### src/rtl/dpt_pkg.sv
// Package: register map, field layout, reset values and timing for dpt
package dpt_pkg;
  // ****************
  // Register map
  // ****************
  localparam logic [4:0] ADDR_CTRL = 5'h00;
  localparam logic [4:0] ADDR_INFUNC_LO = 5'h04;
  localparam logic [4:0] ADDR_INFUNC_HI = 5'h08;
  localparam logic [4:0] ADDR_OUTSEL = 5'h0c;
  localparam logic [4:0] ADDR_LOSS_WAIT = 5'h10;
  localparam logic [4:0] ADDR_ANA_MIN = 5'h14;
  localparam logic [4:0] ADDR_BRAKE = 5'h18;
  localparam logic [4:0] ADDR_STATUS = 5'h1c;
  // ****************
  // Field positions
  // ****************
  localparam int CTRL_FAULT_RST = 0;
  localparam int CTRL_CRIT_LSB = 4;
  localparam int CTRL_MODE_LSB = 8;
  localparam int CTRL_SRC_LSB = 12;
  localparam int OUTSEL_RELAY_LSB = 8;
  localparam int ANA_CUR_LSB = 16;
  localparam int BRAKE_LIMIT_BIT = 8;
  localparam int FUNC_STRIDE = 8;
  // ****************
  // Codes and limits
  // ****************
  localparam logic [4:0] FUNC_MAX = 5'h1b;
  localparam logic [4:0] FUNC_TRIP_NO = 5'h12;
  localparam logic [4:0] FUNC_TRIP_NC = 5'h13;
  localparam logic [4:0] OUT_OVERLOAD = 5'h06;
  localparam logic [4:0] OUT_LOSS = 5'h0b;
  localparam logic [4:0] PCT_MAX = 5'h1e;
  localparam logic [4:0] PCT_RESET = 5'h0a;
  localparam logic [10:0] WAIT_MIN = 11'h001;
  localparam logic [10:0] WAIT_MAX = 11'h4b0;
  localparam logic [10:0] WAIT_RESET = 11'h00a;
  localparam logic [6:0] PCT_SCALE = 7'h64;
  // ****************
  // Timing
  // ****************
  localparam int CLK_MHZ = 250;
  localparam int TICK_MS = 100;
  localparam int TICK_CYCLES = TICK_MS * 1000 * CLK_MHZ;
  localparam int BRAKE_MAX_S = 15;
  localparam logic [7:0] BRAKE_MAX_TICKS = 8'(BRAKE_MAX_S * 1000 / TICK_MS);
  localparam int DEBOUNCE_CYCLES = 4;
  // ****************
  // Enumerations
  // ****************
  typedef enum logic [1:0] {
    DPT_CRIT_OFF, DPT_CRIT_HALF, DPT_CRIT_BELOW, DPT_CRIT_RSVD
  } dpt_crit_e;
  typedef enum logic [1:0] {
    DPT_REACT_CONT, DPT_REACT_FREERUN, DPT_REACT_DECEL, DPT_REACT_PRESET
  } dpt_react_e;
  typedef enum logic [1:0] {
    DPT_SRC_VOLT, DPT_SRC_CURR, DPT_SRC_BOTH, DPT_SRC_COMM
  } dpt_src_e;
endpackage : dpt_pkg

### src/rtl/dpt_trip.sv
// Drive protection: external trip, overload, reference loss, brake duty
//
// Operation
// RULE1: Each of eight input terminals takes a function code 0 to 27.
// RULE2: Code 18 selects normally-open trip, code 19 normally-closed trip.
// RULE3: Normally-open trip input closed flags fault and cuts output.
// RULE4: Normally-closed trip input open flags fault and cuts output.
// RULE5: Output current above inverter rated current raises overload trip.
// RULE6: Output or relay select 6 signals the overload trip.
// RULE7: Loss criterion 0 off, 1 below half minimum, 2 below minimum.
// RULE8: Voltage-plus-current source is lost if either input is low.
// RULE9: Loss detection covers voltage, current and communication source.
// RULE10: Reaction applies after wait time, 0.1 to 120 s, default 1.0.
// RULE11: Reaction 0 continue, 1 free run, 2 decelerate, 3 preset.
// RULE12: Preset reaction selects preset frequency so operation continues.
// RULE13: Output or relay select 11 signals loss of frequency command.
// RULE14: Duty limit select 0 no limit, 1 limit to duty percentage.
// RULE15: Duty percentage for one sequence, 0 to 30, default 10.
// RULE16: Resistor enable never stays on longer than 15 s.
// RULE17: Duty is decel time over whole sequence time times 100.
// RULE18: Trip faults and output cut hold until fault reset.
// RULE19: Trip inputs are synchronised and debounced before use.
`timescale 1ns/1ps
module dpt_trip #(
  parameter int N_IN = 8,
  parameter int AW = 12,
  parameter int CW = 16,
  parameter int TICK_CYC = dpt_pkg::TICK_CYCLES
) (
  // Clock and reset
  input wire logic core_clk,
  input wire logic rst_n,
  // Avalon-MM slave
  input wire logic [4:0] avs_address,
  input wire logic avs_read,
  input wire logic avs_write,
  input wire logic [31:0] avs_writedata,
  output logic [31:0] avs_readdata,
  output logic avs_waitrequest,
  // Terminals and measurements
  input wire logic [N_IN-1:0] terminal_in,
  input wire logic [CW-1:0] output_current,
  input wire logic [CW-1:0] rated_current,
  input wire logic [AW-1:0] analog_voltage_reference,
  input wire logic [AW-1:0] analog_current_reference,
  input wire logic comm_reference_lost,
  // Braking resistor
  input wire logic sequence_start,
  input wire logic decel_active,
  input wire logic brake_request,
  output logic resistor_enable,
  // Drive control and alarms
  output logic inverter_output_enable,
  output logic decel_stop_request,
  output logic preset_freq_select,
  output logic fault_display,
  output logic multifunction_digital_output,
  output logic multifunction_relay_output
);
  import dpt_pkg::*;

  // ****************
  // Register bus
  // ****************
  logic ack_q, ack_d, req, wr_en;
  logic [31:0] rdata_q, rdata_d;
  logic [4:0] func_q [N_IN], func_d [N_IN];
  logic [4:0] digital_output_function_select, relay_function_select;
  logic [4:0] out_sel_q, out_sel_d, rly_sel_q, rly_sel_d;
  logic [1:0] crit_q, crit_d, mode_q, mode_d, src_q, src_d;
  logic [10:0] wait_q, wait_d;
  logic [AW-1:0] vmin_q, vmin_d, imin_q, imin_d;
  logic [4:0] pct_q, pct_d;
  logic lim_q, lim_d, fault_rst;
  logic [31:0] status;
  logic ext_trip_q, ovl_trip_q, loss_trip_q, loss_q, brake_on_q;

  assign req = avs_read | avs_write;
  assign avs_waitrequest = req & ~ack_q;
  assign wr_en = avs_write & ack_q;
  assign avs_readdata = rdata_q;
  assign fault_rst = wr_en && avs_address == ADDR_CTRL &&
                     avs_writedata[CTRL_FAULT_RST];
  assign digital_output_function_select = out_sel_q;
  assign relay_function_select = rly_sel_q;
  assign status = {24'h0, brake_on_q, loss_q, preset_freq_select,
                   decel_stop_request, inverter_output_enable,
                   loss_trip_q, ovl_trip_q, ext_trip_q};

  always_comb begin
    ack_d = req & ~ack_q;
    rdata_d = rdata_q;
    func_d = func_q;
    out_sel_d = out_sel_q;
    rly_sel_d = rly_sel_q;
    crit_d = crit_q;
    mode_d = mode_q;
    src_d = src_q;
    wait_d = wait_q;
    vmin_d = vmin_q;
    imin_d = imin_q;
    pct_d = pct_q;
    lim_d = lim_q;
    if (avs_read && !ack_q) begin
      rdata_d = 32'h0;
      case (avs_address)
        ADDR_CTRL: rdata_d = {18'h0, src_q, 2'h0, mode_q, 2'h0, crit_q,
                              4'h0};
        ADDR_INFUNC_LO: for (int i = 0; i < 4; i++)
          rdata_d[i*FUNC_STRIDE +: 5] = func_q[i];
        ADDR_INFUNC_HI: for (int i = 4; i < N_IN; i++)
          rdata_d[(i-4)*FUNC_STRIDE +: 5] = func_q[i];
        ADDR_OUTSEL: rdata_d = {19'h0, rly_sel_q, 3'h0, out_sel_q};
        ADDR_LOSS_WAIT: rdata_d = {21'h0, wait_q};
        ADDR_ANA_MIN: begin
          rdata_d[AW-1:0] = vmin_q;
          rdata_d[ANA_CUR_LSB +: AW] = imin_q;
        end
        ADDR_BRAKE: rdata_d = {23'h0, lim_q, 3'h0, pct_q};
        ADDR_STATUS: rdata_d = status;
        default: rdata_d = 32'h0;
      endcase
    end
    if (wr_en) begin
      case (avs_address)
        ADDR_CTRL: begin
          crit_d = avs_writedata[CTRL_CRIT_LSB +: 2];
          mode_d = avs_writedata[CTRL_MODE_LSB +: 2];
          src_d = avs_writedata[CTRL_SRC_LSB +: 2];
        end
        ADDR_INFUNC_LO, ADDR_INFUNC_HI: for (int i = 0; i < N_IN; i++) begin
          // Out-of-range codes are ignored, keeping the old function
          if ((i < 4) == (avs_address == ADDR_INFUNC_LO) &&
              avs_writedata[(i%4)*FUNC_STRIDE +: 5] <= FUNC_MAX)
            func_d[i] = avs_writedata[(i%4)*FUNC_STRIDE +: 5]; // [RULE1]
        end
        ADDR_OUTSEL: begin
          out_sel_d = avs_writedata[4:0];
          rly_sel_d = avs_writedata[OUTSEL_RELAY_LSB +: 5];
        end
        ADDR_LOSS_WAIT:
          if (avs_writedata[10:0] >= WAIT_MIN &&
              avs_writedata[10:0] <= WAIT_MAX &&
              avs_writedata[31:11] == 21'h0)
            wait_d = avs_writedata[10:0]; // [RULE10]
        ADDR_ANA_MIN: begin
          vmin_d = avs_writedata[AW-1:0];
          imin_d = avs_writedata[ANA_CUR_LSB +: AW];
        end
        ADDR_BRAKE: begin
          lim_d = avs_writedata[BRAKE_LIMIT_BIT]; // [RULE14]
          if (avs_writedata[4:0] <= PCT_MAX)
            pct_d = avs_writedata[4:0]; // [RULE15]
        end
        default: ;
      endcase
    end
  end

  always_ff @(posedge core_clk) begin
    if (!rst_n) begin
      ack_q <= 1'b0;
      rdata_q <= 32'h0;
      for (int i = 0; i < N_IN; i++)
        func_q[i] <= 5'h00;
      out_sel_q <= 5'h00;
      rly_sel_q <= 5'h00;
      crit_q <= 2'h0;
      mode_q <= 2'h0;
      src_q <= 2'h0;
      wait_q <= WAIT_RESET;
      vmin_q <= '0;
      imin_q <= '0;
      pct_q <= PCT_RESET;
      lim_q <= 1'b1;
    end else begin
      ack_q <= ack_d;
      rdata_q <= rdata_d;
      func_q <= func_d;
      out_sel_q <= out_sel_d;
      rly_sel_q <= rly_sel_d;
      crit_q <= crit_d;
      mode_q <= mode_d;
      src_q <= src_d;
      wait_q <= wait_d;
      vmin_q <= vmin_d;
      imin_q <= imin_d;
      pct_q <= pct_d;
      lim_q <= lim_d;
    end
  end

  // ****************
  // Trip inputs and latches
  // ****************
  logic [N_IN-1:0] clean, trip_hit;
  genvar g;
  generate
    for (g = 0; g < N_IN; g++) begin : g_in
      dpt_debounce u_db (
        .core_clk(core_clk),
        .rst_n(rst_n),
        .raw_in(terminal_in[g]),
        .clean_out(clean[g])
      ); // [RULE19]
      assign trip_hit[g] = // [RULE2]
        (func_q[g] == FUNC_TRIP_NO && clean[g]) || // [RULE3]
        (func_q[g] == FUNC_TRIP_NC && !clean[g]); // [RULE4]
    end
  endgenerate

  logic ovl_now, loss_fire;
  logic ext_trip_d, ovl_trip_d, loss_trip_d;
  assign ovl_now = output_current > rated_current; // [RULE5]

  // Set wins over a simultaneous fault reset
  always_comb begin
    ext_trip_d = (ext_trip_q & ~fault_rst) | (|trip_hit); // [RULE18]
    ovl_trip_d = (ovl_trip_q & ~fault_rst) | ovl_now; // [RULE18]
    loss_trip_d = (loss_trip_q & ~fault_rst) |
                  (loss_fire && mode_q == DPT_REACT_FREERUN); // [RULE11]
  end

  always_ff @(posedge core_clk) begin
    if (!rst_n) begin
      ext_trip_q <= 1'b0;
      ovl_trip_q <= 1'b0;
      loss_trip_q <= 1'b0;
    end else begin
      ext_trip_q <= ext_trip_d;
      ovl_trip_q <= ovl_trip_d;
      loss_trip_q <= loss_trip_d;
    end
  end

  // ****************
  // Reference loss
  // ****************
  logic tick;
  logic [31:0] tick_q, tick_d;
  logic [10:0] lwait_q, lwait_d;
  logic loss_d, v_low, i_low, ref_missing;

  always_comb begin
    v_low = 1'b0;
    i_low = 1'b0;
    case (dpt_crit_e'(crit_q))
      DPT_CRIT_HALF: begin
        v_low = analog_voltage_reference < (vmin_q >> 1); // [RULE7]
        i_low = analog_current_reference < (imin_q >> 1);
      end
      DPT_CRIT_BELOW: begin
        v_low = analog_voltage_reference < vmin_q; // [RULE7]
        i_low = analog_current_reference < imin_q;
      end
      default: ;
    endcase
    case (dpt_src_e'(src_q))
      DPT_SRC_VOLT: ref_missing = v_low; // [RULE9]
      DPT_SRC_CURR: ref_missing = i_low; // [RULE9]
      DPT_SRC_BOTH: ref_missing = v_low | i_low; // [RULE8]
      DPT_SRC_COMM: ref_missing = comm_reference_lost; // [RULE9]
      default: ref_missing = 1'b0;
    endcase
    tick = tick_q == 32'(TICK_CYC - 1);
    tick_d = tick ? 32'h0 : tick_q + 32'h1;
    lwait_d = 11'h0;
    if (ref_missing && !loss_q)
      lwait_d = tick ? lwait_q + 11'h1 : lwait_q;
    loss_fire = ref_missing && !loss_q && tick &&
                lwait_q + 11'h1 >= wait_q; // [RULE10]
    loss_d = ref_missing && (loss_q || loss_fire);
  end

  always_ff @(posedge core_clk) begin
    if (!rst_n) begin
      tick_q <= 32'h0;
      lwait_q <= 11'h0;
      loss_q <= 1'b0;
    end else begin
      tick_q <= tick_d;
      lwait_q <= lwait_d;
      loss_q <= loss_d;
    end
  end

  // ****************
  // Braking resistor duty
  // ****************
  logic brake_on_d, duty_ok;
  logic [7:0] cont_q, cont_d;
  logic [15:0] on_q, on_d, tot_q, tot_d;

  // Duty is decel ticks over all ticks since the sequence started
  always_comb begin
    duty_ok = !lim_q ||
              (23'(on_q) * 23'(PCT_SCALE) <=
               23'(tot_q) * 23'(pct_q)); // [RULE14] [RULE17]
    on_d = on_q;
    tot_d = tot_q;
    if (sequence_start) begin
      on_d = 16'h0;
      tot_d = 16'h0;
    end else if (tick && tot_q != 16'hffff) begin
      tot_d = tot_q + 16'h1;
      if (decel_active)
        on_d = on_q + 16'h1; // [RULE17]
    end
    cont_d = 8'h0;
    if (brake_request && (brake_on_q || cont_q == BRAKE_MAX_TICKS))
      cont_d = (tick && cont_q != BRAKE_MAX_TICKS) ? cont_q + 8'h1 : cont_q;
    brake_on_d = brake_request && duty_ok &&
                 cont_d != BRAKE_MAX_TICKS; // [RULE16]
  end

  always_ff @(posedge core_clk) begin
    if (!rst_n) begin
      brake_on_q <= 1'b0;
      cont_q <= 8'h0;
      on_q <= 16'h0;
      tot_q <= 16'h0;
    end else begin
      brake_on_q <= brake_on_d;
      cont_q <= cont_d;
      on_q <= on_d;
      tot_q <= tot_d;
    end
  end

  // ****************
  // Outputs
  // ****************
  assign resistor_enable = brake_on_q;
  assign inverter_output_enable =
    !(ext_trip_q | ovl_trip_q | loss_trip_q); // [RULE3] [RULE18]
  assign fault_display = ext_trip_q | ovl_trip_q | loss_trip_q;
  assign decel_stop_request = loss_q && mode_q == DPT_REACT_DECEL; // [RULE11]
  assign preset_freq_select = loss_q && mode_q == DPT_REACT_PRESET; // [RULE12]
  assign multifunction_digital_output =
    (digital_output_function_select == OUT_OVERLOAD && ovl_trip_q) || // [RULE6]
    (digital_output_function_select == OUT_LOSS && loss_q); // [RULE13]
  assign multifunction_relay_output =
    (relay_function_select == OUT_OVERLOAD && ovl_trip_q) || // [RULE6]
    (relay_function_select == OUT_LOSS && loss_q); // [RULE13]
endmodule : dpt_trip

### src/rtl/dpt_debounce.sv
// Two-flop synchroniser with stable-count filter for one contact
`timescale 1ns/1ps
module dpt_debounce #(
  parameter int STABLE = dpt_pkg::DEBOUNCE_CYCLES
) (
  // Clock and reset
  input wire logic core_clk,
  input wire logic rst_n,
  // Contact
  input wire logic raw_in,
  output logic clean_out
);
  import dpt_pkg::*;
  logic meta_q, sync_q, out_q, out_d;
  logic [3:0] cnt_q, cnt_d;

  always_comb begin
    out_d = out_q;
    cnt_d = 4'h0;
    if (sync_q != out_q) begin
      cnt_d = cnt_q + 4'h1;
      if (cnt_q == 4'(STABLE - 1)) begin
        out_d = sync_q;
        cnt_d = 4'h0;
      end
    end
  end

  always_ff @(posedge core_clk) begin
    if (!rst_n) begin
      meta_q <= 1'b0;
      sync_q <= 1'b0;
      out_q <= 1'b0;
      cnt_q <= 4'h0;
    end else begin
      meta_q <= raw_in;
      sync_q <= meta_q;
      out_q <= out_d;
      cnt_q <= cnt_d;
    end
  end

  assign clean_out = out_q;
endmodule : dpt_debounce

### config.mk
export PLATFORM = sky130hd
export DESIGN_NAME = dpt_trip
export DESIGN_NICKNAME = d
export VERILOG_FILES = /design/src/rtl/dpt_pkg.sv /design/src/rtl/dpt_trip.sv /design/src/rtl/dpt_debounce.sv
export SDC_FILE = /design/constraint.sdc
export NUM_CORES = 1
export LEC_CHECK = 0
export BUFFER_PORTS_ARGS = -buffer_cell sky130_fd_sc_hd__buf_2
export CAP_MARGIN = 30
export CORE_UTILIZATION = 24
export CTS_BUF_LIST = sky130_fd_sc_hd__clkbuf_8
export DETAILED_ROUTE_END_ITERATION = 10
export GPL_ROUTABILITY_DRIVEN = 0
export GPL_TIMING_DRIVEN = 1
export PLACE_DENSITY = 0.46
export SLEW_MARGIN = 20
export SYNTH_ARGS = -nofsm -noshare
export SYNTH_HDL_FRONTEND = slang
export SYNTH_SLANG_ARGS = --single-unit
### constraint.sdc
create_clock -name core_clk -period 11.35 [get_ports core_clk]
set_clock_uncertainty 0.2 [all_clocks]
set_input_delay 1.135 -clock core_clk [delete_from_list [all_inputs] [get_ports core_clk]]
set_output_delay 1.135 -clock core_clk [all_outputs]
set_load 0.02 [all_outputs]
# [After elaboration in Yosys (flattened, before gate mapping)]
# Index checks and enable logic that the tools add are counted.
[totals] register_bits=271 output_inout_bits=40 inputBits=109
[op_classes] mul=2 reduce_logical=109 muxes=14 order_cmp=14 n_addsub=13 eq_ne=56 n_bitwise=24
[op_table] op="5-bit == test (second input constant)" count=20
[op_table] op="1-bit logical AND" count=45
[op_table] op="5-bit one-hot mux with 8 select lines" count=1
[op_table] op="16-bit by 1-bit adder with 16-bit output (second input constant)" count=2
[op_table] op="32-bit by 1-bit adder with 32-bit output (second input constant)" count=1
[op_table] op="4-bit by 1-bit adder with 4-bit output (second input constant)" count=8
[op_table] op="32-bit by 25-bit == test with 1-bit output (second input constant)" count=1
[op_table] op="4-bit by 2-bit == test with 1-bit output (second input constant)" count=8
[op_table] op="3-bit AND reduction" count=10
[op_table] op="4-bit one-hot mux with 7 select lines" count=1
[op_table] op="2-bit AND reduction" count=14
[op_table] op="5-bit <= comparator (second input constant)" count=5
[op_table] op="12-bit by 11-bit less-than comparator with 1-bit output" count=2
[op_table] op="12-bit less-than comparator" count=2
[op_table] op="3-bit OR reduction" count=8
[op_table] op="23-bit by 21-bit <= comparator with 1-bit output" count=1
[op_table] op="21-bit zero test" count=1
[op_table] op="16-bit by 5-bit multiplier with 21-bit output" count=1
[op_table] op="16-bit by 5-bit multiplier with 21-bit output (second input constant)" count=1
[op_table] op="5-bit by 4-bit == test with 1-bit output (second input constant)" count=4
[op_table] op="16-bit greater-than comparator" count=1
[op_table] op="8-bit 2-to-1 mux" count=2
[op_table] op="16-bit != test (second input constant)" count=1
[op_table] op="8-bit != test (second input constant)" count=2
[op_table] op="other kinds (26)" count=90

# [Longest topological paths before layout]
# Gate-level depths: netlist (run 1).
[depth] depth_word=9 ltp_mapped=27

# [Hierarchy]
# A second synthesis (run 1) with hierarchy kept.
[unflattened] hier_cells=2071 area_unflattened_um2=17910.9
[modules_own_cells] module="dpt_trip" cells_per_inst=1887 area_per_inst_um2=15949.0 n_inst=1 seq_area_each_um2=4264.1
[modules_own_cells] module="dpt_debounce" cells_per_inst=23 area_per_inst_um2=245.2 n_inst=8 seq_area_each_um2=140.1

# [Worst setup path after synthesis (run 1)]
# OpenSTA, ideal clock, no wires.
[synth_path] path_kind="flip-flop to flip-flop" start="register pct_q[4]" end="register brake_on_q, in the netlist resistor_enable" path_stages_with_launch=25 slack_ns=5.669 path_buffers=1 synth_period_minus_slack_ns=5.681 arrival_ns=5.411 path_cell_list="dfxtp_1 > clkbuf_1 > nand2_1 > fa_1 > fa_1 > fa_1 > inv_1 > ha_1 > nor2b_1 > o31a_1 > o311a_1 > o2111ai_1 > a21bo_2 > a211oi_1 > a211oi_1 > xor2_1 > ha_1 > nand4_1 > nor2_1 > nand4_1 > nor4_1 > a21oi_1 > o21ai_0 > nand3_1 > a21oi_1"
[synth_via] elab_chain_len=5
[synth_lines] element="start: declaration" line="dpt_trip.sv:73" text="logic [4:0] pct_q, pct_d;"
[synth_lines] element="start signal: assignment" line="dpt_trip.sv:188" text="pct_q <= pct_d;"
[synth_lines] element="16-bit by 5-bit multiplier with 21-bit output" line="dpt_trip.sv:298" text="23'(tot_q) * 23'(pct_q));"
[synth_lines] element="23-bit by 21-bit <= comparator with 1-bit output" line="dpt_trip.sv:297" text="(23'(on_q) * 23'(PCT_SCALE) <="
[synth_lines] element="1-bit logical OR" line="dpt_trip.sv:296" text="duty_ok = !lim_q ||"
[synth_lines] element="1-bit logical AND (2 in series)" line="dpt_trip.sv:312" text="brake_on_d = brake_request && duty_ok &&"
[synth_lines] element="end signal: assignment" line="dpt_trip.sv:323" text="brake_on_q <= brake_on_d;"
[synth_lines] element="end: declaration" line="dpt_trip.sv:76" text="logic ext_trip_q, ovl_trip_q, loss_trip_q, loss_q, brake_on_q;"
# No other way between the ends.
# A chain may end at the register's enable or synchronous reset.

# [Worst setup path in the final report (run 1)]
# Same ends and word-level chain as after synthesis.

==> results of run 1 <==
[area by class of cell]
| cell class | count | area (um2) |
|---|---|---|
| Antenna cell | 1 | 2.50 |
| Clock buffer | 63 | 867 |
| Clock inverter | 29 | 170 |
| Fill cell | 7835 | 52700 |
| Inverter | 163 | 612 |
| Multi-Input combinational cell | 1537 | 11500 |
| Sequential cell | 269 | 5390 |
| Tap cell | 959 | 1200 |
| Timing Repair Buffer | 157 | 835 |
[worst register-to-register path, stage by stage (launching register included)]
cell	delay, ns
sky130_fd_sc_hd__dfxtp_1	0.68
sky130_fd_sc_hd__nand2_1	0.18
sky130_fd_sc_hd__fa_1	0.53
sky130_fd_sc_hd__fa_1	0.52
sky130_fd_sc_hd__fa_1	0.55
sky130_fd_sc_hd__inv_1	0.04
sky130_fd_sc_hd__ha_1	0.33
sky130_fd_sc_hd__nor2b_1	0.16
sky130_fd_sc_hd__o31a_1	0.27
sky130_fd_sc_hd__o311a_1	0.33
sky130_fd_sc_hd__o2111ai_1	0.24
sky130_fd_sc_hd__a21bo_2	0.20
sky130_fd_sc_hd__a211oi_1	0.10
sky130_fd_sc_hd__a211oi_1	0.36
sky130_fd_sc_hd__xor2_1	0.12
sky130_fd_sc_hd__ha_1	0.31
sky130_fd_sc_hd__nand4_1	0.13
sky130_fd_sc_hd__nor2_1	0.18
sky130_fd_sc_hd__nand4_1	0.14
sky130_fd_sc_hd__nor4_1	0.36
sky130_fd_sc_hd__a21oi_1	0.07
sky130_fd_sc_hd__o21ai_0	0.10
sky130_fd_sc_hd__nand3_1	0.10
sky130_fd_sc_hd__a21oi_1	0.14
[power groups by stage]
stage               sequential [uW]  combinational, uW  clock, uW
global placement                979                124          0
CTS                             959                127       1020
global route                    959                139       1060
finish                          959                125        976
floorplan                       978               69.9          0
detailed placement              980                126          0
[cells in the mapped netlist, drive strengths merged (3+ instances only)]
master   instances
a211o            4
a211oi           7
a21boi          47
a21o            27
a21oi           60
a222oi          16
a22oi           10
a31oi           11
and2           104
and3            23
and4             8
buf             11
clkbuf          74
dfxtp          269
fa              53
ha             185
inv            163
mux2i           71
nand2          203
nand2b          13
nand3           65
nand3b           3
nand4           34
nand4b           3
nor2           153
nor2b           71
nor3            38
nor3b            7
nor4            19
nor4b            6
nor4bb           3
o2111ai          4
o211ai          10
o21a            13
o21ai           57
o21bai           5
o22ai            5
o31a             4
or2              3
or3              9
or4              7
xnor2           58
xor2            82
[worst paths after layout]
| path | end | cells past startpoint |
|---|---|---|
| worst max-delay path | resistor_enable$_SDFF_PN0_ | 23 |
| worst min-delay path | g_in[2].u_db.sync_q$_SDFF_PN0_ | 1 |
| worst max register to register | resistor_enable$_SDFF_PN0_ | 23 |
| worst min register to register | g_in[2].u_db.sync_q$_SDFF_PN0_ | 1 |
[metal layers]
metal	wire, um	vias up	track usage (%)
met4	1820	4	5.29
met1	22000	6993	16.2
met2	23400	294	22.9
li1	-	7285	-
met3	2360	108	2.83
met5	25	-	0
[flip-flops by register name, indices dropped and copies added, names as in the netlist, 8 cells and up]
name,count
g_in.u_db.cnt_q,32
tot_q,16
tick_q,32
func_q,40
g_in.u_db.sync_q,8
lwait_q,11
avs_readdata,27
g_in.u_db.clean_out,8
g_in.u_db.meta_q,8
imin_q,12
on_q,16
cont_q,8
wait_q,11
vmin_q,12
[through the flow]
stage,power (uW),hold WS (ns),area [um2]
finish,2060,0.231,20500
global route,2150,0.262,20500
CTS,2100,0.233,20500
detailed placement,1110,0.218,19500
global placement,1100,0.218,19500
floorplan,1050,0.212,17800
[logic make-up after synthesis]
family                   after synthesis
AND/OR/NAND/NOR                      778
AO/OA/AOI/OAI                        304
buffers and inverters                248
flip-flops                           269
multiplexers                          72
other                                  1
adder cells (fa/ha/maj)              238
XOR/XNOR                             140
==> flow_summary.rst, run 1 <==
.. list-table::
   :header-rows: 1

   * - Metric
     - Value
   * - Slew HR
     - 41.1%
   * - GRT Total Usage
     - 13.4%
   * - Internal cell power
     - 1530 uW
   * - Master of the slowest instance on the critical path
     - sky130_fd_sc_hd__dfxtp_1
   * - Area of the core region
     - 73200 um2
   * - Main flop type after synthesis
     - sky130_fd_sc_hd__dfxtp_1
   * - Final cycle utilization of the critical path
     - 56.2%
   * - Required time of the critical path
     - 11.75 ns
   * - Row count
     - 99
   * - Critical Path Source
     - pct_q[4]$_SDFFE_PN0P_
   * - Drt wl/cell
     - 15.6 um
   * - Dpl cells
     - 3085
   * - Total global routing overflow
     - 0
   * - Most used cell along the critical path
     - sky130_fd_sc_hd__fa_1
   * - Number of antenna violations at the first check in global routing
     - 7
   * - TritonCTS clock tree
     - done
   * - Leakage power
     - 0.00879 uW
   * - Buffers & Inverters on Critical Path
     - 1
   * - Post-synthesis share of cell area spent on xor and xnor gates
     - 6.89%
   * - Worst stage delay on the critical path
     - 0.68 ns
   * - Number of standard cells after synthesis
     - 2050
   * - Sequential group share of total power
     - 46.5%
   * - WP data arrival
     - 6.78 ns
   * - Cell type contributing the most total cell area after synthesis
     - sky130_fd_sc_hd__dfxtp_1
   * - Clock share of power
     - 47.4%
   * - Min-Delay Startpoint
     - g_in[2].u_db.meta_q$_SDFF_PN0_
   * - Post-synth EDFFs
     - 0
   * - Complex-gate fraction of the synthesized area
     - 11.7%
   * - Total negative slack for setup checks
     - 0 ns
   * - Resize count post-CTS
     - 0
   * - Source of the worst register-to-register timing path
     - pct_q[4]$_SDFFE_PN0P_
   * - Family with the most delay on the worst path
     - adder cells
   * - Top cells by area in the synthesized netlist
     - sky130_fd_sc_hd__dfxtp_1 30%, sky130_fd_sc_hd__ha_1 13%, sky130_fd_sc_hd__fa_1 6.0%, sky130_fd_sc_hd__nand2_1 4.3%, sky130_fd_sc_hd__xor2_1 4.0%
   * - CTS Buffer Depth
     - 3
   * - Buffer cell driving the clock tree root
     - sky130_fd_sc_hd__clkbuf_8
   * - Initial detailed-routing violation count
     - 613
   * - Post-synthesis share of cell area spent on full adders, half adders and majority gates
     - 19.0%
   * - Final wirelength
     - 49.6 mm
   * - Total CTS buffers
     - 52
   * - Net switching power
     - 535 uW
   * - Yosys Warn Count
     - 0
   * - Proportion of netlist area held by the largest area contributor
     - 30.3%
   * - Clock Latency Late Sink
     - 0.67 ns
   * - Cell area after synthesis
     - 17800 um2
   * - Area share of and/or/nand/nor cells after synthesis
     - 22.5%
   * - DRC violation count after routing
     - 0
   * - Post-Syn Area per Cell
     - 8.68 um2
   * - Path type of the worst setup path
     - flop to flop
   * - Worst slack after detailed placement
     - 4.99 ns
   * - Yosys reg bits
     - 269
   * - Category of the worst setup path launch point
     - flop
   * - Highest Clock Rate
     - 157 MHz
   * - Die X
     - 274 um
   * - Drt via density
     - 4.62
   * - Final count of negative-setup-slack endpoints
     - 0
   * - Clock period minus worst slack
     - 6.38 ns
   * - Max-cap viol count
     - 0
   * - Area added between synthesis and finish
     - 15.4%
   * - Global-route wire length before repair
     - 80.2 mm
   * - Post-CTS Hold Buffers
     - 0
   * - Most frequent cells in the layout
     - 269 x sky130_fd_sc_hd__dfxtp_1, 203 x sky130_fd_sc_hd__nand2_1, 185 x sky130_fd_sc_hd__ha_1, 183 x sky130_fd_sc_hd__inv_1, 150 x sky130_fd_sc_hd__nor2_1
   * - Number of failing hold endpoints at the final stage
     - 0
   * - Number of port buffers
     - 143
   * - Maximum vdd drop
     - 0.0787 mV
   * - Most common cell after layout, fill and taps aside
     - sky130_fd_sc_hd__dfxtp_1
   * - Post-DRT Antenna Nets
     - 0
   * - Ys async rst share
     - 0%
   * - Buffers inserted by post-CTS timing repair
     - 0
   * - Share of layout cells above drive strength 1
     - 11.6%
   * - HPWL Detailed
     - 37.7 mm
   * - Detailed-route via count
     - 14684
   * - Worst-Margin Slew
     - 0.875 ns
   * - Kind of end point of the critical path
     - flop
   * - CTS clk-pin slew, worst paths
     - 0.06 ns
   * - Die Y
     - 274 um
   * - Via count of the first global-routing pass
     - 15074
   * - Pin count of the biggest net entering global routing
     - 101
   * - Worst hold-check path type
     - flop to flop
   * - Boundary Pins
     - 149
   * - Total power density per cell area
     - 100 nW/um2
   * - Largest driver fanout on the critical path
     - 18
   * - Mux contribution to synthesized area
     - 4.12%
   * - Max-slew violations
     - 0
   * - Sequential cell area fraction in the yosys report
     - 30.3%
   * - Logic gate share of total power
     - 6.1%
   * - Crit path setup slack, layout
     - 4.97 ns
   * - First-pass detailed-route iteration total
     - 7
   * - RSZ-0062 raised after global routing
     - no
   * - Ordered list of cells on the worst path
     - nand2_1 > fa_1 > fa_1 > fa_1 > inv_1 > ha_1 > nor2b_1 > o31a_1 > o311a_1 > o2111ai_1 > a21bo_2 > a211oi_1 > a211oi_1 > xor2_1 > ha_1 > nand4_1 > nor2_1 > nand4_1 > nor4_1 > a21oi_1 > o21ai_0 > nand3_1 > a21oi_1
   * - Distinct cell type count of the synthesized netlist
     - 83
   * - Share of total power consumed by net switching
     - 26.0%
   * - Floorplan die area
     - 75200 um2
   * - Initial Utilization
     - 24.3%
   * - Clock H-tree levels
     - 2
   * - Total clock sinks
     - 269
   * - Run status
     - complete, no violations
   * - Final instance count without filler cells
     - 3178
   * - Post-layout utilization of the core
     - 28.1%
   * - Register-to-Register Setup Slack
     - 4.97 ns
   * - Main combinational cell family by area after synthesis
     - simple AND/OR/NAND/NOR gates
   * - Post-layout net count
     - 2527
Power figures use the tool's default switching activity.
==> run 2, diff against run 1 <==
Settings changed: PLACE_DENSITY 0.46 to 0.47.
Clock period 11.35 ns to 5.3 ns, I/O delays scaled along.
==> run 2 against run 1 <==
Compared with the run above: combinational power up 130%; register-to-register slack worse by 4.9 ns; clock power up 140%; final area up 4.0%; total power up 130%; routed wire length up 1.2%; critical path depth down 1; final cell count up 2.2%; count of clock-buffer cells in the layout up 5; critical path type unchanged; largest cell class unchanged.
==> flow_summary.rst, run 2 (synthesis results as in run 1) <==
.. list-table::
   :header-rows: 1

   * - Metric
     - Value
   * - Run status
     - complete, no violations (unchanged)
   * - Die Y
     - 274 um (unchanged)
   * - Number of antenna violations at the first check in global routing
     - 4 (was 7)
   * - Worst reg-to-reg path cell count
     - 22 (was 23)
   * - GRT Total Usage
     - 13.5% (was 13.4%)
   * - Clock H-tree levels
     - 2 (unchanged)
   * - Post-layout total power
     - 4650 uW (was 2060 uW)
   * - Min-Delay Startpoint
     - rst_n (was g_in[2].u_db.meta_q$_SDFF_PN0_)
   * - RSZ-0062 raised after global routing
     - yes (was no)
   * - First-pass detailed-route iteration total
     - 5 (was 7)
   * - Clock period minus worst slack
     - 5.23 ns (was 6.38 ns)
   * - Kind of end point of the critical path
     - flop (unchanged)
   * - Global-route wire length before repair
     - 81.3 mm (was 80.2 mm)
   * - Largest driver fanout on the critical path
     - 11 (was 18)
   * - Post-DRT Antenna Nets
     - 0 (unchanged)
   * - CTS Buffer Depth
     - 3 (unchanged)
   * - Initial detailed-routing violation count
     - 726 (was 613)
   * - Initial Utilization
     - 24.3% (unchanged)
   * - Total clock sinks
     - 269 (unchanged)
   * - Fill count
     - 7782 (was 7835)
   * - Largest register FFs
     - 40 (unchanged)
   * - Detailed-route via count
     - 14778 (was 14684)
   * - Critical Path Source
     - pct_q[4]$_SDFFE_PN0P_ (unchanged)
   * - Register ranked first by flip-flop count
     - func_q (unchanged)
   * - Number of port buffers
     - 143 (unchanged)
   * - Crit path setup slack, layout
     - 0.0740 ns (was 4.97 ns)
   * - Min Hold Slack
     - 0.0670 ns (was 0.231 ns)
   * - Leakage power
     - 0.00917 uW (was 0.00879 uW)
   * - TritonCTS clock tree
     - done (unchanged)
   * - Most frequent cells in the layout
     - 263 x sky130_fd_sc_hd__dfxtp_1, 202 x sky130_fd_sc_hd__nand2_1, 182 x sky130_fd_sc_hd__ha_1, 177 x sky130_fd_sc_hd__inv_1, 152 x sky130_fd_sc_hd__nor2_1 (was 269 x sky130_fd_sc_hd__dfxtp_1, 203 x sky130_fd_sc_hd__nand2_1, 185 x sky130_fd_sc_hd__ha_1, 183 x sky130_fd_sc_hd__inv_1, 150 x sky130_fd_sc_hd__nor2_1)
   * - Total CTS buffers
     - 52 (unchanged)
   * - Buffer cell driving the clock tree root
     - sky130_fd_sc_hd__clkbuf_8 (unchanged)
   * - Hold Crit Depth
     - 2 (was 1)
   * - Most used cell along the critical path
     - sky130_fd_sc_hd__a21oi_1 (was sky130_fd_sc_hd__fa_1)
   * - CTS clk-pin slew, worst paths
     - 0.07 ns (was 0.06 ns)
   * - DRC violation count after routing
     - 0 (unchanged)
   * - Highest Clock Rate
     - 191 MHz (was 157 MHz)
   * - Top Registers
     - func_q x40, g_in.u_db.cnt_q x32, tick_q x32 (unchanged)
   * - Total global routing overflow
     - 0 (unchanged)
   * - Boundary Pins
     - 149 (unchanged)
   * - Area added between synthesis and finish
     - 20.1% (was 15.4%)
   * - Final count of negative-setup-slack endpoints
     - 0 (unchanged)
   * - Worst hold-check path type
     - input pin to flop (was flop to flop)
   * - Master of the slowest instance on the critical path
     - sky130_fd_sc_hd__fa_1 (was sky130_fd_sc_hd__dfxtp_1)
   * - Final wirelength
     - 50.2 mm (was 49.6 mm)
   * - Floorplan die area
     - 75200 um2 (unchanged)
   * - R2r endpoint
     - resistor_enable$_SDFF_PN0_ (unchanged)
   * - Row count
     - 99 (unchanged)
   * - Post-layout utilization of the core
     - 29.2% (was 28.1%)
   * - Post-layout net count
     - 2595 (was 2527)
   * - Required time of the critical path
     - 5.70 ns (was 11.75 ns)
   * - Number of failing hold endpoints at the final stage
     - 0 (unchanged)
   * - Slew HR
     - 44.2% (was 41.1%)
   * - Path type of the worst setup path
     - flop to flop (unchanged)
   * - Pin count of the biggest net entering global routing
     - 129 (was 101)
   * - Maximum vdd drop
     - 0.166 mV (was 0.0787 mV)
   * - Clock Latency Late Sink
     - 0.67 ns (about the same)
   * - Max-cap viol count
     - 0 (unchanged)
   * - Die X
     - 274 um (unchanged)
   * - Worst slack after detailed placement
     - -0.199 ns (was 4.99 ns)
   * - Drt wl/cell
     - 15.4 um (was 15.6 um)
   * - Area of the core region
     - 73200 um2 (unchanged)
   * - Register-to-Register Setup Slack
     - 0.07 ns (was 4.97 ns)
   * - Drt via density
     - 4.55 (was 4.62)
   * - Max-slew violations
     - 0 (unchanged)
   * - Total area of multi-input combinational cells
     - 11500 um2 (about the same)
   * - Family with the most delay on the worst path
     - adder cells (unchanged)
   * - Share of layout cells above drive strength 1
     - 13.8% (was 11.6%)
   * - Worst stage delay on the critical path
     - 0.52 ns (was 0.68 ns)
   * - Ordered list of cells on the worst path
     - buf_4 > buf_4 > and2_1 > fa_1 > fa_1 > fa_1 > ha_1 > and3_1 > o311ai_0 > a21oi_1 > nor2_1 > a211o_1 > o21bai_1 > a21oi_1 > xor2_1 > ha_1 > nand4_1 > nor4_2 > a21oi_1 > o21ai_1 > nand3_1 > a21oi_1 (was nand2_1 > fa_1 > fa_1 > fa_1 > inv_1 > ha_1 > nor2b_1 > o31a_1 > o311a_1 > o2111ai_1 > a21bo_2 > a211oi_1 > a211oi_1 > xor2_1 > ha_1 > nand4_1 > nor2_1 > nand4_1 > nor4_1 > a21oi_1 > o21ai_0 > nand3_1 > a21oi_1)
   * - Category of the worst setup path launch point
     - flop (unchanged)
   * - WP data arrival
     - 5.63 ns (was 6.78 ns)
   * - Total power density per cell area
     - 217 nW/um2 (was 100 nW/um2)
   * - Total non-filler cell area in the finished layout
     - 21400 um2 (was 20500 um2)
   * - Placed cell areas
     - 19800 um2 (was 19500 um2)
   * - Final cycle utilization of the critical path
     - 98.6% (was 56.2%)
   * - Source of the worst register-to-register timing path
     - pct_q[4]$_SDFFE_PN0P_ (unchanged)
   * - Buffers & Inverters on Critical Path
     - 2 (was 1)
   * - HPWL Detailed
     - 38.4 mm (was 37.7 mm)
   * - Most common cell after layout, fill and taps aside
     - sky130_fd_sc_hd__dfxtp_1 (unchanged)
   * - Destination of the worst hold path
     - lim_q$_SDFFE_PN1P_ (was g_in[2].u_db.sync_q$_SDFF_PN0_)
   * - Worst-Margin Slew
     - 0.834 ns (was 0.875 ns)
   * - Via count of the first global-routing pass
     - 15243 (was 15074)
   * - Area taken by flip-flops and latches
     - 5400 um2 (was 5390 um2)
-- run 2: report_power, final --
group	switching [uW]	total [uW]	internal [uW]	leakage (uW)
Clock	998	2300	1310	0.000659
Combinational	171	292	121	0.00633
Sequential	13.1	2050	2040	0.00218
Total	1180	4650	3460	0.00917
-- run 2: metal layers --
layer / vias up / global-route usage, % / wire length (um)
met4: 6 / 5.00 / 1580
met5: - / 0 / 37
met3: 103 / 2.46 / 2240
met2: 287 / 22.8 / 23300
met1: 6962 / 16.9 / 23100
li1: 7420 / - / -
-- run 2: timing repair --
action,in CTS,in global routing
setup endpoints to repair,1,1
hold buffers,34,0
gates resized for setup,14,2
pin swaps,18,0
hold endpoints to repair,58,0
buffers inserted,1,0
-- run 2: layout make-up --
cell class | instances | area share, %
diodes | 1 | 0.0117
flip-flops and latches | 269 | 25.3
clock inverters | 27 | 1.04
clock buffers | 68 | 4.38
multi-input cells | 1537 | 54.0
repair buffers | 225 | 6.80
well taps | 959 | 5.62
inverters | 163 | 2.86
-- run 2: stage by stage --
stage	cells	TNS, ns
floorplan	2054	0
global placement	3116	-0.153
detailed placement	3118	-0.199
CTS	3248	0
global route	3249	-0.319
finish	3249	0
-- run 2: how the worst max path moves through the flow --
stage | to | slack [ns] | cells past startpoint
finish | resistor_enable$_SDFF_PN0_ | 0.07 | 22
global route | resistor_enable$_SDFF_PN0_ | -0.32 | 23
CTS | resistor_enable$_SDFF_PN0_ | 0.003 | 22
detailed placement | resistor_enable$_SDFF_PN0_ | -0.20 | 24
global placement | resistor_enable$_SDFF_PN0_ | -0.15 | 23
floorplan | resistor_enable$_SDFF_PN0_ | 0.0004 | 24
==> run 3, diff against run 2 <==
Settings changed: PLACE_DENSITY 0.47 to 0.46.
Clock period 5.3 ns to 6.2 ns, I/O delays scaled along.
==> run 3 against run 2 <==
Compared with the run above: first-iteration DRC count decreased by 6.6%; register-to-register slack improved by 0.36 ns; sequential power decreased by 14%; core utilization decreased by 0.88 points; critical path depth increased by 2.
==> flow_summary.rst, run 3 (synthesis results as in run 1) <==
.. list-table::
   :header-rows: 1

   * - Metric
     - Value
   * - Total clock sinks
     - 269 (unchanged)
   * - GRT Total Usage
     - 13.3% (was 13.5%)
   * - First-pass detailed-route iteration total
     - 6 (was 5)
   * - Worst-Margin Slew
     - 0.868 ns (was 0.834 ns)
   * - CTS clk-pin slew, worst paths
     - 0.06 ns (was 0.07 ns)
   * - Die Y
     - 274 um (unchanged)
   * - HPWL Detailed
     - 38.1 mm (was 38.4 mm)
   * - Highest Clock Rate
     - 173 MHz (was 191 MHz)
   * - Clock Latency Late Sink
     - 0.65 ns (was 0.67 ns)
   * - Number of port buffers
     - 143 (unchanged)
   * - Max-cap viol count
     - 0 (unchanged)
   * - Max-slew violations
     - 0 (unchanged)
   * - Register ranked first by flip-flop count
     - func_q (unchanged)
   * - Post-layout total power
     - 3850 uW (was 4650 uW)
   * - Detailed-route via count
     - 14589 (was 14778)
   * - Boundary Pins
     - 149 (unchanged)
   * - Buffer cell driving the clock tree root
     - sky130_fd_sc_hd__clkbuf_8 (unchanged)
   * - Area added between synthesis and finish
     - 16.5% (was 20.1%)
   * - Most common cell after layout, fill and taps aside
     - sky130_fd_sc_hd__dfxtp_1 (unchanged)
   * - Post-layout utilization of the core
     - 28.3% (was 29.2%)
   * - Maximum vdd drop
     - 0.147 mV (was 0.166 mV)
   * - Final count of negative-setup-slack endpoints
     - 0 (unchanged)
   * - Die X
     - 274 um (unchanged)
   * - Total power density per cell area
     - 186 nW/um2 (was 217 nW/um2)
   * - Required time of the critical path
     - 6.56 ns (was 5.70 ns)
   * - TritonCTS clock tree
     - done (unchanged)
   * - CTS Buffer Depth
     - 3 (unchanged)
   * - Drt wl/cell
     - 15.7 um (was 15.4 um)
   * - Total CTS buffers
     - 50 (was 52)
   * - Pin count of the biggest net entering global routing
     - 102 (was 129)
   * - Share of layout cells above drive strength 1
     - 12.1% (was 13.8%)
   * - Total global routing overflow
     - 0 (unchanged)
   * - Worst reg-to-reg path cell count
     - 24 (was 22)
   * - Buffers inserted by post-CTS timing repair
     - 0 (was 1)
   * - Global-route wire length before repair
     - 79.5 mm (was 81.3 mm)
   * - Top Registers
     - func_q x40, g_in.u_db.cnt_q x32, tick_q x32 (unchanged)
   * - Clock period minus worst slack
     - 5.77 ns (was 5.23 ns)
   * - Fill count
     - 7796 (was 7782)
   * - DRC violation count after routing
     - 0 (unchanged)
   * - Drt via density
     - 4.58 (was 4.55)
   * - Kind of end point of the critical path
     - flop (unchanged)
   * - Largest register FFs
     - 40 (unchanged)
   * - Post-DRT Antenna Nets
     - 0 (unchanged)
   * - Hold Crit Depth
     - 3 (was 2)
   * - Leakage power
     - 0.00887 uW (was 0.00917 uW)
   * - WP data arrival
     - 6.13 ns (was 5.63 ns)
   * - Path type of the worst setup path
     - flop to flop (unchanged)
   * - Number of failing hold endpoints at the final stage
     - 0 (unchanged)
   * - Final wirelength
     - 50.2 mm (about the same)
   * - Largest driver fanout on the critical path
     - 10 (was 11)
   * - Via count of the first global-routing pass
     - 14701 (was 15243)
   * - Worst hold-check path type
     - input pin to flop (unchanged)
   * - Clock H-tree levels
     - 2 (unchanged)
   * - Initial Utilization
     - 24.3% (unchanged)
   * - Category of the worst setup path launch point
     - flop (unchanged)
   * - Initial detailed-routing violation count
     - 678 (was 726)
   * - Slew HR
     - 41.7% (was 44.2%)
   * - Run status
     - complete, no violations (unchanged)
   * - Post-layout net count
     - 2534 (was 2595)
   * - Final cycle utilization of the critical path
     - 93.0% (was 98.6%)
   * - Most frequent cells in the layout
     - 263 x sky130_fd_sc_hd__dfxtp_1, 203 x sky130_fd_sc_hd__nand2_1, 185 x sky130_fd_sc_hd__ha_1, 181 x sky130_fd_sc_hd__inv_1, 149 x sky130_fd_sc_hd__nor2_1 (was 263 x sky130_fd_sc_hd__dfxtp_1, 202 x sky130_fd_sc_hd__nand2_1, 182 x sky130_fd_sc_hd__ha_1, 177 x sky130_fd_sc_hd__inv_1, 152 x sky130_fd_sc_hd__nor2_1)
   * - Row count
     - 99 (unchanged)
   * - Area of the core region
     - 73200 um2 (unchanged)
   * - Number of antenna violations at the first check in global routing
     - 8 (was 4)
   * - Floorplan die area
     - 75200 um2 (unchanged)
[run 3: per-layer routing]
| layer | global-route usage [%] | up-vias | part of all wire, % |
|---|---|---|---|
| met1 | 16.5 | 6917 | 46 |
| met4 | 4.87 | 6 | 3.0 |
| met5 | 0 | - | 0.074 |
| li1 | - | 7297 | - |
| met2 | 22.8 | 277 | 47 |
| met3 | 2.34 | 92 | 4.2 |
[run 3: per-stage QoR]
| step | setup WS [ns] | instances | TNS, ns | cell area [um2] | hold slack, ns |
|---|---|---|---|---|---|
| floorplan | 0.519 | 2054 | 0 | 17800 | 0.212 |
| global placement | 0.301 | 3083 | 0 | 19500 | 0.216 |
| detailed placement | 0.186 | 3086 | 0 | 19500 | 0.218 |
| CTS | 0.152 | 3184 | 0 | 20700 | 0.00386 |
| global route | -0.00260 | 3186 | -0.00260 | 20700 | 0.0279 |
| finish | 0.434 | 3187 | 0 | 20700 | 0.0470 |
[run 3: repair_timing]
item | in CTS | in global routing
hold buffers | 8 | 0
resized for setup | 0 | 12
endpoints found under the hold margin | 8 | 0
endpoints found under the setup margin | 0 | 1
[run 3: area by class of cell]
class | instances | area, um2 | share of cell area [%]
Tap cell | 959 | 1200 | 5.79
Sequential cell | 269 | 5400 | 26.0
Antenna cell | 3 | 7.51 | 0.0362
Clock inverter | 30 | 248 | 1.20
Inverter | 163 | 612 | 2.95
Multi-Input combinational cell | 1537 | 11500 | 55.5
Timing Repair Buffer | 166 | 935 | 4.51
Clock buffer | 60 | 826 | 3.99
[run 3: path summary, 6_finish.rpt]
kind | startpoint | endpoint | slack (ns)
hold / removal | avs_writedata[21] | imin_q[5]$_SDFFE_PN0P_ | 0.05
hold reg to reg | g_in[3].u_db.meta_q$_SDFF_PN0_ | g_in[3].u_db.sync_q$_SDFF_PN0_ | 0.23
setup / recovery | tot_q[2]$_SDFFE_PP0P_ | resistor_enable$_SDFF_PN0_ | 0.43
setup reg to reg | tot_q[2]$_SDFFE_PP0P_ | resistor_enable$_SDFF_PN0_ | 0.43
[run 3: critical path, cell delays in order, from the launching register on]
cell	delay [ns]
sky130_fd_sc_hd__dfxtp_4	0.38
sky130_fd_sc_hd__and2_1	0.18
sky130_fd_sc_hd__fa_1	0.48
sky130_fd_sc_hd__fa_1	0.54
sky130_fd_sc_hd__inv_1	0.05
sky130_fd_sc_hd__fa_1	0.52
sky130_fd_sc_hd__inv_1	0.04
sky130_fd_sc_hd__ha_1	0.35
sky130_fd_sc_hd__o21a_1	0.20
sky130_fd_sc_hd__o31a_1	0.12
sky130_fd_sc_hd__o311a_1	0.34
sky130_fd_sc_hd__o2111ai_2	0.23
sky130_fd_sc_hd__a21bo_2	0.20
sky130_fd_sc_hd__a211oi_2	0.08
sky130_fd_sc_hd__a211oi_2	0.25
sky130_fd_sc_hd__xor2_1	0.11
sky130_fd_sc_hd__ha_1	0.30
sky130_fd_sc_hd__nand4_1	0.15
sky130_fd_sc_hd__nor2_2	0.15
sky130_fd_sc_hd__nand4_1	0.14
sky130_fd_sc_hd__nor4_2	0.28
sky130_fd_sc_hd__a21oi_1	0.06
sky130_fd_sc_hd__o21ai_0	0.08
sky130_fd_sc_hd__nand3_1	0.10
sky130_fd_sc_hd__a21oi_1	0.15
[run 3: power by group]
part | internal, uW | leakage, uW | total (uW) | switching, uW
Combinational | 92.3 | 0.00607 | 236 | 143
Sequential | 1740 | 0.00218 | 1760 | 12.7
Clock | 1050 | 0.000617 | 1860 | 808
Total | 2880 | 0.00887 | 3850 | 964
